===== src/sbp_regs.svh =====
`ifndef SBP_REGS_SVH
`define SBP_REGS_SVH

// Geometry of one access: four bytes of nine bits, ninth bit is parity.
`define SBP_BYTES        4
`define SBP_BYTE_W       9
`define SBP_WORD_W       36
`define SBP_PAR_BIT      8

// Strap levels seen before the synchronisers fill (internal pulls).
`define SBP_RST_IO_EN    1'b0
`define SBP_RST_SENSE    1'b1
`define SBP_RST_FLOW     1'b1

// Strap encodings.
`define SBP_SENSE_EVEN   1'b1
`define SBP_SEL_FLOW     1'b0

// Error latency in cycles after the data cycle.
`define SBP_RD_LAT       1
`define SBP_FT_WR_LAT    1
`define SBP_PL_WR_LAT    2

`endif


===== src/sbp_pkg.sv =====
package sbp_pkg;
  typedef logic [8:0]  sbp_byte_t;
  typedef logic [35:0] sbp_word_t;
  typedef logic [3:0]  sbp_lane_t;
  typedef enum logic {
    SBP_MODE_EXT = 1'b0,
    SBP_MODE_INT = 1'b1
  } sbp_mode_t;
endpackage


===== src/sbp_byte_if.sv =====
interface sbp_byte_if;
  import sbp_pkg::*;
  sbp_byte_t byte_data;
  logic      sense;
  logic      gen_par;
  logic      mismatch;
  modport chk  (input byte_data, input sense, output gen_par, output mismatch);
  modport user (output byte_data, output sense, input gen_par, input mismatch);
endinterface


===== src/sbp_byte_parity.sv =====
module sbp_byte_parity (
  // Byte under test and its result
  sbp_byte_if.chk bif
);
  import sbp_pkg::*;

  // Parity bit that makes the eight data bits meet the selected sense.
  assign bif.gen_par  = (^bif.byte_data[7:0]) ^ ~bif.sense;
  // Even sense wants an even count of ones over nine bits, odd wants odd.
  assign bif.mismatch = ((^bif.byte_data) == bif.sense);
endmodule


===== src/sbp_parity.sv =====
// Overview of operation
// - Strap low: ninth I/O active; high: internal only
// - Internal mode: generate and store parity per byte
// - Internal mode: check reads, error next cycle
// - Internal mode: never drive ninth data output
// - External mode: check byte-enabled written bytes with ninth
// - Flow-through: write error one cycle after data
// - Pipelined: write error two cycles after data
// - Sense strap high even, low odd parity
// - External mode: read data is never checked
// - Open-drain error pulled low, released otherwise
`include "sbp_regs.svh"

module sbp_parity (
  // Clock and reset
  input  wire logic              sys_clk,
  input  wire logic              reset_n,
  // Mode straps from pins
  input  wire logic              parity_io_enable_strap,
  input  wire logic              parity_sense_select,
  input  wire logic              flow_or_pipeline_select,
  // Write path from the input registers
  input  wire logic              wr_valid,
  input  wire sbp_pkg::sbp_lane_t wr_byte_en,
  input  wire sbp_pkg::sbp_word_t wr_data,
  output sbp_pkg::sbp_word_t     array_wr_data,
  // Read path from the array
  input  wire logic              rd_valid,
  input  wire sbp_pkg::sbp_word_t array_rd_data,
  input  wire logic              rd_out_en,
  // Ninth data bit pins
  output sbp_pkg::sbp_lane_t     dq9_out,
  output sbp_pkg::sbp_lane_t     dq9_oe,
  // Open-drain parity error pin
  output logic                   parity_error_out_n,
  output logic                   parity_error_out_n_oe
);
  import sbp_pkg::*;

  ////////////////////////////////////////////////////////////////////////////
  // Strap synchronisers.
  logic [2:0] strap_meta;
  logic [2:0] strap_sync;
  sbp_mode_t  internal_parity_width_mode;
  logic       external_parity_width_mode;
  logic       sense_even;
  logic       flow_mode;

  always_ff @(posedge sys_clk) begin
    if (!reset_n) begin
      strap_meta <= {`SBP_RST_FLOW, `SBP_RST_SENSE, `SBP_RST_IO_EN};
      strap_sync <= {`SBP_RST_FLOW, `SBP_RST_SENSE, `SBP_RST_IO_EN};
    end else begin
      strap_meta <= {flow_or_pipeline_select, parity_sense_select, parity_io_enable_strap};
      strap_sync <= strap_meta;
    end
  end

  assign internal_parity_width_mode = strap_sync[0] ? SBP_MODE_INT : SBP_MODE_EXT;
  assign external_parity_width_mode = (internal_parity_width_mode == SBP_MODE_EXT);
  assign sense_even = (strap_sync[1] == `SBP_SENSE_EVEN);
  assign flow_mode  = (strap_sync[2] == `SBP_SEL_FLOW);

  ////////////////////////////////////////////////////////////////////////////
  // Per-byte parity checkers, one for write data and one for read data.
  sbp_lane_t wr_mism;
  sbp_lane_t rd_mism;
  sbp_lane_t gen_par;

  generate
    for (genvar i = 0; i < `SBP_BYTES; i++) begin : g_byte
      sbp_byte_if wr_if ();
      sbp_byte_if rd_if ();
      assign wr_if.byte_data = wr_data[i*`SBP_BYTE_W +: `SBP_BYTE_W];
      assign wr_if.sense     = sense_even;
      assign rd_if.byte_data = array_rd_data[i*`SBP_BYTE_W +: `SBP_BYTE_W];
      assign rd_if.sense     = sense_even;
      sbp_byte_parity u_wr (.bif(wr_if));
      sbp_byte_parity u_rd (.bif(rd_if));
      assign wr_mism[i] = wr_if.mismatch;
      assign rd_mism[i] = rd_if.mismatch;
      assign gen_par[i] = wr_if.gen_par;
    end
  endgenerate

  ////////////////////////////////////////////////////////////////////////////
  // Array write data: generated parity in internal mode, pin parity otherwise.
  sbp_word_t next_array_wr;

  always_comb begin
    next_array_wr = wr_data;
    for (int i = 0; i < `SBP_BYTES; i++) begin
      if (internal_parity_width_mode == SBP_MODE_INT) begin
        next_array_wr[i*`SBP_BYTE_W + `SBP_PAR_BIT] = gen_par[i];
      end
    end
  end

  always_ff @(posedge sys_clk) begin
    if (!reset_n) begin
      array_wr_data <= 36'h0_0000_0000;
    end else if (wr_valid) begin
      array_wr_data <= next_array_wr;
    end
  end

  ////////////////////////////////////////////////////////////////////////////
  // Ninth output bit. Internal mode keeps it undriven so a board that left
  // those balls open or tied sees no contention.
  always_ff @(posedge sys_clk) begin
    if (!reset_n) begin
      dq9_out <= 4'h0;
    end else if (rd_valid) begin
      for (int i = 0; i < `SBP_BYTES; i++) begin
        dq9_out[i] <= array_rd_data[i*`SBP_BYTE_W + `SBP_PAR_BIT];
      end
    end
  end

  assign dq9_oe = (external_parity_width_mode && rd_out_en) ? 4'hF : 4'h0;

  ////////////////////////////////////////////////////////////////////////////
  // Error detection and latency alignment.
  logic rd_err_now;
  logic wr_err_now;
  logic wr_err_s1;
  logic next_err;
  logic err_oe;

  // Only enabled lanes of a write are judged; every lane of a read is.
  assign wr_err_now = wr_valid && external_parity_width_mode
                      && |(wr_byte_en & wr_mism);
  assign rd_err_now = rd_valid && (internal_parity_width_mode == SBP_MODE_INT)
                      && |rd_mism;

  always_ff @(posedge sys_clk) begin
    if (!reset_n) begin
      wr_err_s1 <= 1'b0;
    end else begin
      wr_err_s1 <= wr_err_now;
    end
  end

  // Causes that land in the same cycle merge into one low pulse.
  assign next_err = rd_err_now || (flow_mode ? wr_err_now : wr_err_s1);

  always_ff @(posedge sys_clk) begin
    if (!reset_n) begin
      err_oe <= 1'b0;
    end else begin
      err_oe <= next_err;
    end
  end

  assign parity_error_out_n    = 1'b0;
  assign parity_error_out_n_oe = err_oe;

  logic [3:0] stored_bad;
  logic       sense_q;
  logic       int_q;

  always_ff @(posedge sys_clk) begin
    if (!reset_n) begin
      sense_q <= 1'b0;
      int_q   <= 1'b0;
    end else begin
      sense_q <= sense_even;
      int_q   <= (internal_parity_width_mode == SBP_MODE_INT);
    end
  end

  always_comb begin
    for (int i = 0; i < `SBP_BYTES; i++) begin
      stored_bad[i] = ((^array_wr_data[i*`SBP_BYTE_W +: `SBP_BYTE_W]) == sense_q);
    end
  end
endmodule


===== config.mk =====
export PLATFORM = sky130hd
export DESIGN_NAME = sbp_parity
export DESIGN_NICKNAME = d
export VERILOG_FILES = /design/src/sbp_pkg.sv /design/src/sbp_byte_if.sv /design/src/sbp_byte_parity.sv /design/src/sbp_parity.sv
export VERILOG_INCLUDE_DIRS = /design/src
export SDC_FILE = /design/constraint.sdc
export NUM_CORES = 1
export LEC_CHECK = 0
export BUFFER_PORTS_ARGS = -buffer_cell sky130_fd_sc_hd__buf_4
export CAP_MARGIN = 10
export CORE_UTILIZATION = 35
export CTS_BUF_LIST = sky130_fd_sc_hd__clkbuf_8
export CTS_CLUSTER_DIAMETER = 100
export DETAILED_ROUTE_END_ITERATION = 10
export PLACE_DENSITY_LB_ADDON = 0.1
export SLEW_MARGIN = 40
export SYNTH_ARGS = -nofsm -noshare
export SYNTH_HDL_FRONTEND = slang
export SYNTH_SLANG_ARGS = --single-unit

===== constraint.sdc =====
create_clock -name sys_clk -period 2.92 [get_ports sys_clk]
set_input_delay 0.292 -clock sys_clk [delete_from_list [all_inputs] [get_ports sys_clk]]
set_output_delay 0.292 -clock sys_clk [all_outputs]
set_load 0.02 [all_outputs]

==> flow_summary.json, run 1 <==
{
  "clk_latency_ns": 0.30,
  "die_w_microns": 94.0,
  "slew_viol_final": 0,
  "status": "completed",
  "synth_compound_area_share_pct": 5.27,
  "ctsHoldBuffers": 0,
  "area_growth_pct": 37.0,
  "yosysWarnings": 0,
  "die_h_microns": 94.0,
  "synth_flop_cell": "dfxtp_1",
  "final.setup.tns_ns": 0,
  "grt_first_pass_wirelength_mm": 10.8,
  "drt-pass1-iter-count": 4,
  "routed_via_density": 4.66,
  "io_pins": 130,
  "synth_seq_cells": 48,
  "power_uw": 1780,
  "wl_per_cell_microns": 12.8,
  "finalHoldViolCount": 0,
  "reg2reg_slack_ns": 0.81,
  "worstMarginPinSlew_ns": 0.642,
  "syn-cell-area_sq_um": 2970,
  "critPathLaunchType": "flop",
  "cts_tree": "built",
  "setup-violations-final": 0,
  "seq_area_frac_synth_pct": 32.4,
  "fin_crit_sh_pct": 72.3,
  "r2r-start": "strap_sync[1]",
  "grt_pass1_vias": 2376,
  "synthSimpleGateAreaFrac_pct": 17.9,
  "slew_headroom_pct": 57.2,
  "nets": 498,
  "rsz0062_at_grt": "false",
  "antenna_found_initial": 0,
  "max_stage_delay_ns": 0.39,
  "cts.sinks": 48,
  "portBuffers": 128,
  "synth_fa_ha_area_share_pct": 0,
  "gr-usage-met2_pct": 26.4,
  "timing.fmax_ghz": 0.474,
  "post-route-drc-count": 0,
  "fin_crit_ns": 2.11,
  "crit_path_max_fanout": 3,
  "syn_nets": 383,
  "endpoint_kind": "flop",
  "dp_hpwl_mm": 5.10,
  "reg2reg_to": "parity_error_out_n_oe",
  "numCtsBuffers": 5,
  "synth_top_family_by_area": "XOR/XNOR gates",
  "yosysTopAreaCell": "dfxtp_1",
  "clock_skew_ns": 0.00579,
  "n_antenna_cell": 0,
  "finalWirelength_mm": 6.63,
  "crit_type": "reg -> reg",
  "slowest_stage": "or4_1",
  "vdd_drop_max_uv": 213,
  "cp_cell_sequence": "xnor2_1, xnor3_1, and3_1, or4_1, a32oi_1, nor3b_2, o22ai_1",
  "p_leak_uw": 0.00186,
  "hold_end": "strap_meta[1]",
  "synth-xor-area-share_pct": 26.7,
  "use_met3_pct": 4.53,
  "yosysUniqueCellTypes": 44,
  "clk_pin_slew_worst_paths_ns": 0.09,
  "coreArea_sq_um": 8220,
  "drive_gt1_share_pct": 34.9,
  "ys_async_sr_fraction_pct": 0,
  "std_cell_rows": 33,
  "use_met1_pct": 18.8,
  "synth_edf_count": 0,
  "synth_top_cell_area_share_pct": 32.4,
  "netlist_instances": 299,
  "cts-root-buf": "clkbuf_8",
  "yosys-top-cells-count": "xnor2_1 (51), dfxtp_1 (48), nor2b_1 (42), mux2i_1 (41), clkbuf_1 (13)",
  "busiest_layer": "met2",
  "overflow": 0,
  "yosys-top-cells-area": "dfxtp_1 (32%), xnor2_1 (15%), mux2i_1 (14%)",
  "post_cts.repair.setup_buffers": 0,
  "yosys.cell_count.top_type": "xnor2_1",
  "syn_area_per_cell_sq_um": 9.92,
  "holdCritStartpoint": "parity_sense_select",
  "hold_class": "in -> reg",
  "grt_use_total_pct": 15.4,
  "p_per_area_nw_per_um2": 439,
  "whs_path_depth": 2,
  "critPathRequiredTime_ns": 3.10,
  "cts_buffer_depth": 2,
  "cts.repair.resized": 0,
  "synthMuxAreaShare_pct": 14.2,
  "start_util_pct": 36.1,
  "cp_data_arrival_time_ns": 2.29,
  "drtIter0Drc": 54,
  "ant_nets": 0,
  "reg2regPathDepth": 7,
  "drv_cap": 0,
  "grt_max_degree": 49,
  "htree_levels": 2,
  "gp_congestion": 0.807,
  "dieArea_sq_um": 8840,
  "via_count": 2422
}
-- cell families (layout without fill, tap and decap cells) --
logic type / after synthesis / count (layout)
AND/OR/NAND/NOR: 90 / 90
XOR/XNOR: 75 / 75
flip-flops: 48 / 48
multiplexers: 42 / 42
buffers and inverters: 22 / 138
AO/OA/AOI/OAI: 21 / 21
other: 1 / 1
-- routing by layer --
layer,up-vias,share of wire [%],wire [microns]
li1,1229,-,-
met1,1113,45,2970
met2,74,47,3140
met3,6,7.2,475
met4,0,0.71,47
met5,-,0,0
-- power by group --
part	total (uW)	internal [uW]	switching, uW
clock network	411	189	221
logic	654	349	306
registers	716	695	21.3
total	1780	1230	548
-- through the flow --
stage               instance area, sq um  setup slack (ns)  instances  utilization [%]  hold WS (ns)
floorplan                           2970             0.824        299                -         0.386
global placement                    3970             0.629        512             48.3         0.392
detailed placement                  3970             0.577        512             48.3         0.392
CTS                                 4060             0.799        520             49.4         0.167
global route                        4060             0.577        520             49.4         0.167
finish                              4060             0.810        520             49.4         0.176
-- worst max-delay path, delay by kind of cell, from the launching register on --
kind | cells | cell delay (ns)
DFF | 1 | 0.33
xor gates and xnor gates | 2 | 0.59
and+or+nand+nor | 3 | 0.80
AOI/OAI and AO/OA | 2 | 0.27
-- cell type report --
class / count / area [sq um]
clock buffer: 6 / 82.6
clock inverter: 2 / 11.3
fill: 813 / 4160
inverter: 1 / 3.75
multi-input combinational: 229 / 1900
sequential: 48 / 961
tap: 105 / 131
timing repair buffer: 129 / 968
-- layout by cell type, fill, tap and decap left out, drive strengths merged, types with 4 or more instances in the layout --
cell      n
nand2     8
nand2b    4
dfxtp    48
xnor2    55
mux2i    41
a21oi     5
xnor3     7
nand3     4
clkbuf    6
xor2     13
nor2b    42
buf     129
nor2     10
nor3      5
-- worst max-delay path by stage --
| stage | from | to | slack [ns] | cells after the start |
|---|---|---|---|---|
| floorplan | strap_sync[1] | parity_error_out_n_oe | 0.82 | 8 |
| CTS | strap_sync[1] | parity_error_out_n_oe | 0.80 | 8 |
| global route | strap_sync[1] | parity_error_out_n_oe | 0.58 | 8 |
| finish | strap_sync[1] | parity_error_out_n_oe | 0.81 | 7 |
| detailed placement | wr_data[3] | parity_error_out_n_oe | 0.58 | 8 |
| global placement | wr_data[5] | parity_error_out_n_oe | 0.63 | 8 |
-- flip-flops by register name, indices dropped and copies added, names as in the netlist --
signal and cells:
strap_meta 3, strap_sync 3, parity_error_out_n_oe 1, wr_err_s1 1
array_wr_data 36, dq9_out 4
Power figures use the tool's default switching activity.
==> run 2, diff against run 1 <==
- clock period: 2.92 -> 1.9 ns (I/O delays scaled with it)
==> run 2 against run 1 <==
The flow now finishes with violations (setup timing). Final cell count up 4.0%. First-iteration DRC count up 83%. Sequential cell count unchanged. Non-clock buffer count up 21. Sequential power up 54%. Worst hold slack worse by 0.11 ns. Total power up 62%. Design area up 7.0%. Register-to-register slack worse by 0.89 ns. Routed wire length up 10%. Clock-buffer cell count down 1. Critical path type unchanged. Largest cell class unchanged.
==> flow_summary.json, run 2 (same netlist as run 1, synthesis figures left out) <==
{
  "ant_nets": 0,
  "grt_first_pass_wirelength_mm": 12.0,
  "cp_cell_sequence": "xnor2_4, xnor3_1, and3_1, or4_1, a32oi_1, nor3b_2, o22ai_1",
  "start_util_pct": 36.1,
  "slowest_stage": "dfxtp_4",
  "critPathRequiredTime_ns": 2.09,
  "numCtsBuffers": 5,
  "finalWirelength_mm": 7.32,
  "gp_congestion": 0.801,
  "cts_buffer_depth": 2,
  "hold_class": "in -> reg",
  "antenna_found_initial": 0,
  "die_w_microns": 94.0,
  "power_uw": 2880,
  "routed_via_density": 4.70,
  "cts.sinks": 48,
  "p_leak_uw": 0.00200,
  "wl_per_cell_microns": 13.5,
  "violations": "setup timing",
  "endpoint_kind": "flop",
  "drtIter0Drc": 99,
  "max_stage_delay_ns": 0.41,
  "fin_util_pct": 52.9,
  "std_cell_rows": 33,
  "grt_pass1_vias": 2516,
  "drv_cap": 0,
  "finalInstanceArea_sq_um": 4350,
  "overflow": 0,
  "dpl_cell_area_sq_um": 4150,
  "worstMarginPinSlew_ns": 0.508,
  "p_per_area_nw_per_um2": 663,
  "cts_tree": "built",
  "clock_skew_ns": 0.00465,
  "area_growth_pct": 46.5,
  "setup_slack_ns": -0.0754,
  "clk_pin_slew_worst_paths_ns": 0.09,
  "via_count": 2543,
  "coreArea_sq_um": 8220,
  "whs_ns": 0.0676,
  "fin_crit_sh_pct": 104,
  "portBuffers": 128,
  "crit_path_max_fanout": 3,
  "rsz0062_at_grt": "true",
  "final_common_cell": "buf_4",
  "setup-violations-final": 2,
  "largest_register_ffs": 36,
  "critPathLaunchType": "flop",
  "cts-root-buf": "clkbuf_8",
  "n_antenna_cell": 0,
  "grt_use_total_pct": 17.5,
  "dieArea_sq_um": 8840,
  "dp_hpwl_mm": 5.57,
  "fin_cells": 541,
  "vdd_drop_max_uv": 333,
  "dp.cells": 530,
  "htree_levels": 2,
  "drive_gt1_share_pct": 40.4,
  "timing.fmax_ghz": 0.506,
  "most-common-layout-cells": "buf_4 (148), xnor2_1 (47), dfxtp_1 (47), nor2b_1 (42), mux2i_1 (41)",
  "status": "finished, violations left",
  "nets": 519,
  "clk_latency_ns": 0.31,
  "post-route-drc-count": 0,
  "finalHoldViolCount": 0,
  "top_regs": "array_wr_data: 36 flops, dq9_out: 4 flops",
  "top_register": "array_wr_data",
  "drt-pass1-iter-count": 4,
  "ctsHoldBuffers": 0,
  "crit_type": "reg -> reg",
  "slew_headroom_pct": 65.9,
  "io_pins": 130,
  "grt_max_degree": 49,
  "die_h_microns": 94.0,
  "cp_data_arrival_time_ns": 2.16,
  "fin_crit_ns": 1.98,
  "slew_viol_final": 0
}
[run 2: changes by cell type in the layout (fill, tap and decap cells not counted), sizes merged]
cell | previous run | this run
clkinv | 0 | 1
buf | 129 | 150
clkbuf | 6 | 5
[run 2: cell type report]
class                           instances  area, sq um
Inverter                                1         3.75
Timing Repair Buffer                  150         1150
Sequential cell                        48          965
Clock inverter                          3         20.0
Clock buffer                            5         68.8
Tap cell                              105          131
Multi-Input combinational cell        229         2010
Fill cell                             801         3870
[run 2: stage by stage]
step / TNS, ns / worst slack [ns]
2_1_floorplan: -0.0891 / -0.0571
3_3_place_gp: -0.512 / -0.233
3_5_place_dp: -0.754 / -0.276
4_1_cts: -0.0731 / -0.0500
5_1_grt: -0.236 / -0.145
6_report: -0.0837 / -0.0754
[run 2: routing by layer]
layer | GRT usage [%] | routed length, microns
met5 | 0 | 0
met4 | 4.62 | 78
met3 | 4.05 | 470
met2 | 30.0 | 3580
met1 | 21.8 | 3190
[run 2: timing repair]
item / CTS / global route
gates cloned: 0 / 0
resized for setup: 11 / 3
hold endpoints to repair: 0 / 0
buffers inserted: 3 / 0
pin swaps: 6 / 5
setup endpoints to repair: 3 / 3
[run 2: path summary, 6_finish.rpt]
check | start | endpoint | slack [ns] | cells past startpoint
setup / recovery | strap_sync[1] | parity_error_out_n_oe | -0.08 | 7
hold / removal | parity_sense_select | strap_meta[1] | 0.07 | 2
setup reg to reg | strap_sync[1] | parity_error_out_n_oe | -0.08 | 7
hold reg to reg | strap_meta[1] | strap_sync[1] | 0.42 | 1
[run 2: worst max-delay path: cells and delay by family, from the launching register on]
kind | cells | cell delay, ns
compound gates | 2 | 0.28
xor+xnor | 2 | 0.37
flops | 1 | 0.41
simple gates | 3 | 0.81
[run 2: power by group]
part | internal (uW) | switching [uW]
combinational | 631 | 516
clock | 258 | 371
sequential | 1070 | 36.0
total | 1960 | 923
==> run 3, diff against run 2 <==
- PLACE_DENSITY: not set -> 0.64
- PLACE_DENSITY_LB_ADDON: 0.1 -> not set
==> run 3 against run 2 <==
The run still ends with setup timing left. Critical endpoint unchanged. Die area unchanged. Maximum frequency fell by 2.8%. Routed wire length is 3.6% lower. Total power grew 8.7%. Critical path depth is the same. Register-to-register slack worse by 0.06 ns. Critical path type unchanged.
==> flow_summary.json, run 3 (same netlist as run 1, synthesis figures left out) <==
{
  "status": "finished, violations left",
  "violations": "setup timing",
  "clk_latency_ns": 0.30,
  "overflow": 0,
  "nets": 520,
  "clkPwrFrac_pct": 28.5,
  "top_regs": "array_wr_data: 36 flops, dq9_out: 4 flops",
  "io_pins": 130,
  "cts_buffer_depth": 2,
  "setup-violations-final": 2,
  "critPathLaunchType": "flop",
  "ctsHoldBuffers": 0,
  "combPwrFrac_pct": 36.3,
  "wl_per_cell_microns": 13.0,
  "cts.sinks": 48,
  "grt_max_degree": 49,
  "endpoint_kind": "flop",
  "critPathRequiredTime_ns": 2.09,
  "die_h_microns": 94.0,
  "crit_path_max_fanout": 4,
  "crit_type": "reg -> reg",
  "clk_pin_slew_worst_paths_ns": 0.10,
  "fin_util_pct": 53.6,
  "slew_viol_final": 0,
  "grt_use_total_pct": 16.3,
  "std_cell_rows": 33,
  "cts-root-buf": "clkbuf_8",
  "dpl_cell_area_sq_um": 4160,
  "largest_register_ffs": 36,
  "grt_pass1_vias": 2540,
  "most-common-layout-cells": "buf_4 (148), dfxtp_1 (47), xnor2_1 (46), nor2b_1 (42), mux2i_1 (41)",
  "dieArea_sq_um": 8840,
  "clock_skew_ns": 0.00395,
  "rsz0062_at_grt": "true",
  "hold_class": "in -> reg",
  "p_leak_uw": 0.00203,
  "switching_share_pct": 28.7,
  "ant_nets": 0,
  "p_per_area_nw_per_um2": 711,
  "finalHoldViolCount": 0,
  "cts_tree": "built",
  "drive_gt1_share_pct": 40.7,
  "drt-pass1-iter-count": 6,
  "cp_data_arrival_time_ns": 2.22,
  "slew_headroom_pct": 66.0,
  "numCtsBuffers": 5,
  "via_count": 2506,
  "drtIter0Drc": 62,
  "grt_first_pass_wirelength_mm": 11.2,
  "final_common_cell": "buf_4",
  "antenna_found_initial": 0,
  "fin_crit_sh_pct": 107,
  "routed_via_density": 4.62,
  "start_util_pct": 36.1,
  "die_w_microns": 94.0,
  "finalInstanceArea_sq_um": 4400,
  "p_seq_share_pct": 35.2,
  "n_antenna_cell": 0,
  "timing.fmax_ghz": 0.492,
  "htree_levels": 2,
  "portBuffers": 128,
  "setup_slack_ns": -0.132,
  "fin_crit_ns": 2.03,
  "area.sequential_sq_um": 965,
  "reg2reg_slack_ns": -0.13,
  "post-route-drc-count": 0,
  "fill_cells": 754,
  "worstMarginPinSlew_ns": 0.506,
  "multi_input_area_sq_um": 2010,
  "area_growth_pct": 48.5,
  "dp_hpwl_mm": 5.50,
  "vdd_drop_max_uv": 360,
  "switchingPower_uw": 900,
  "coreArea_sq_um": 8220,
  "intPower_uw": 2230,
  "drv_cap": 0,
  "gp_congestion": 0.812,
  "finalWirelength_mm": 7.05,
  "top_register": "array_wr_data"
}
run 3: cell count changes in the layout (fill, tap and decap cells not counted), sizes merged:
cell / before / now
bufinv: 0 / 2
buf: 150 / 151
clkinv: 1 / 0
clkinvlp: 1 / 0
run 3: cell type report:
cell class	count	area share (%)
Clock buffer	5	1.56
Clock inverter	3	1.56
Inverter	1	0.0852
Multi-Input combinational cell	229	45.7
Sequential cell	48	21.9
Tap cell	105	2.98
Timing Repair Buffer	151	26.2
run 3: timing repair:
action | CTS | global route
setup buffers | 2 | 0
resized for setup | 9 | 5
endpoints found under the setup margin | 4 | 4
pin swaps | 7 | 7
run 3: worst paths after layout:
path                                          start                    end  cells after the start
worst min register to register        strap_meta[1]          strap_sync[1]                      1
worst min-delay path            parity_sense_select          strap_meta[1]                      2
worst max-delay path                  strap_sync[1]  parity_error_out_n_oe                      7
worst max register to register        strap_sync[1]  parity_error_out_n_oe                      7
run 3: worst max-delay path, cell delays in order, from the launching register on:
cell,delay [ns]
dfxtp_4,0.39
xnor2_4,0.19
xnor3_1,0.24
and3_1,0.18
or4_1,0.41
a32oi_1,0.18
nor3b_2,0.23
o22ai_1,0.09
run 3: per-layer routing:
layer / GRT usage [%] / wire length (microns) / vias to the layer above
met1: 19.1 / 2910 / 1153
met2: 29.3 / 3640 / 70
met3: 4.05 / 401 / 13
met4: 4.36 / 107 / 0
met5: 0 / 0 / -
li1: - / - / 1270
run 3: power by group through the flow:
stage | Combinational [uW] | Sequential [uW] | Clock (uW)
5_1_grt | 1230 | 1110 | 968
4_1_cts | 1130 | 1100 | 923
3_5_place_dp | 1100 | 1130 | 0
6_report | 1140 | 1100 | 893
2_1_floorplan | 623 | 1190 | 0
3_3_place_gp | 1080 | 1120 | 0
run 3: metrics by stage:
stage               total power, uW  TNS (ns)  cells  hold WS (ns)  setup WS (ns)
floorplan                      1810   -0.0891    299         0.291        -0.0571
global placement               2210    -0.453    532         0.376         -0.240
detailed placement             2220    -0.663    532         0.379         -0.341
CTS                            3150    -0.278    542        0.0566         -0.164
global route                   3310    -0.538    542        0.0563         -0.234
finish                         3130    -0.236    542        0.0584         -0.132
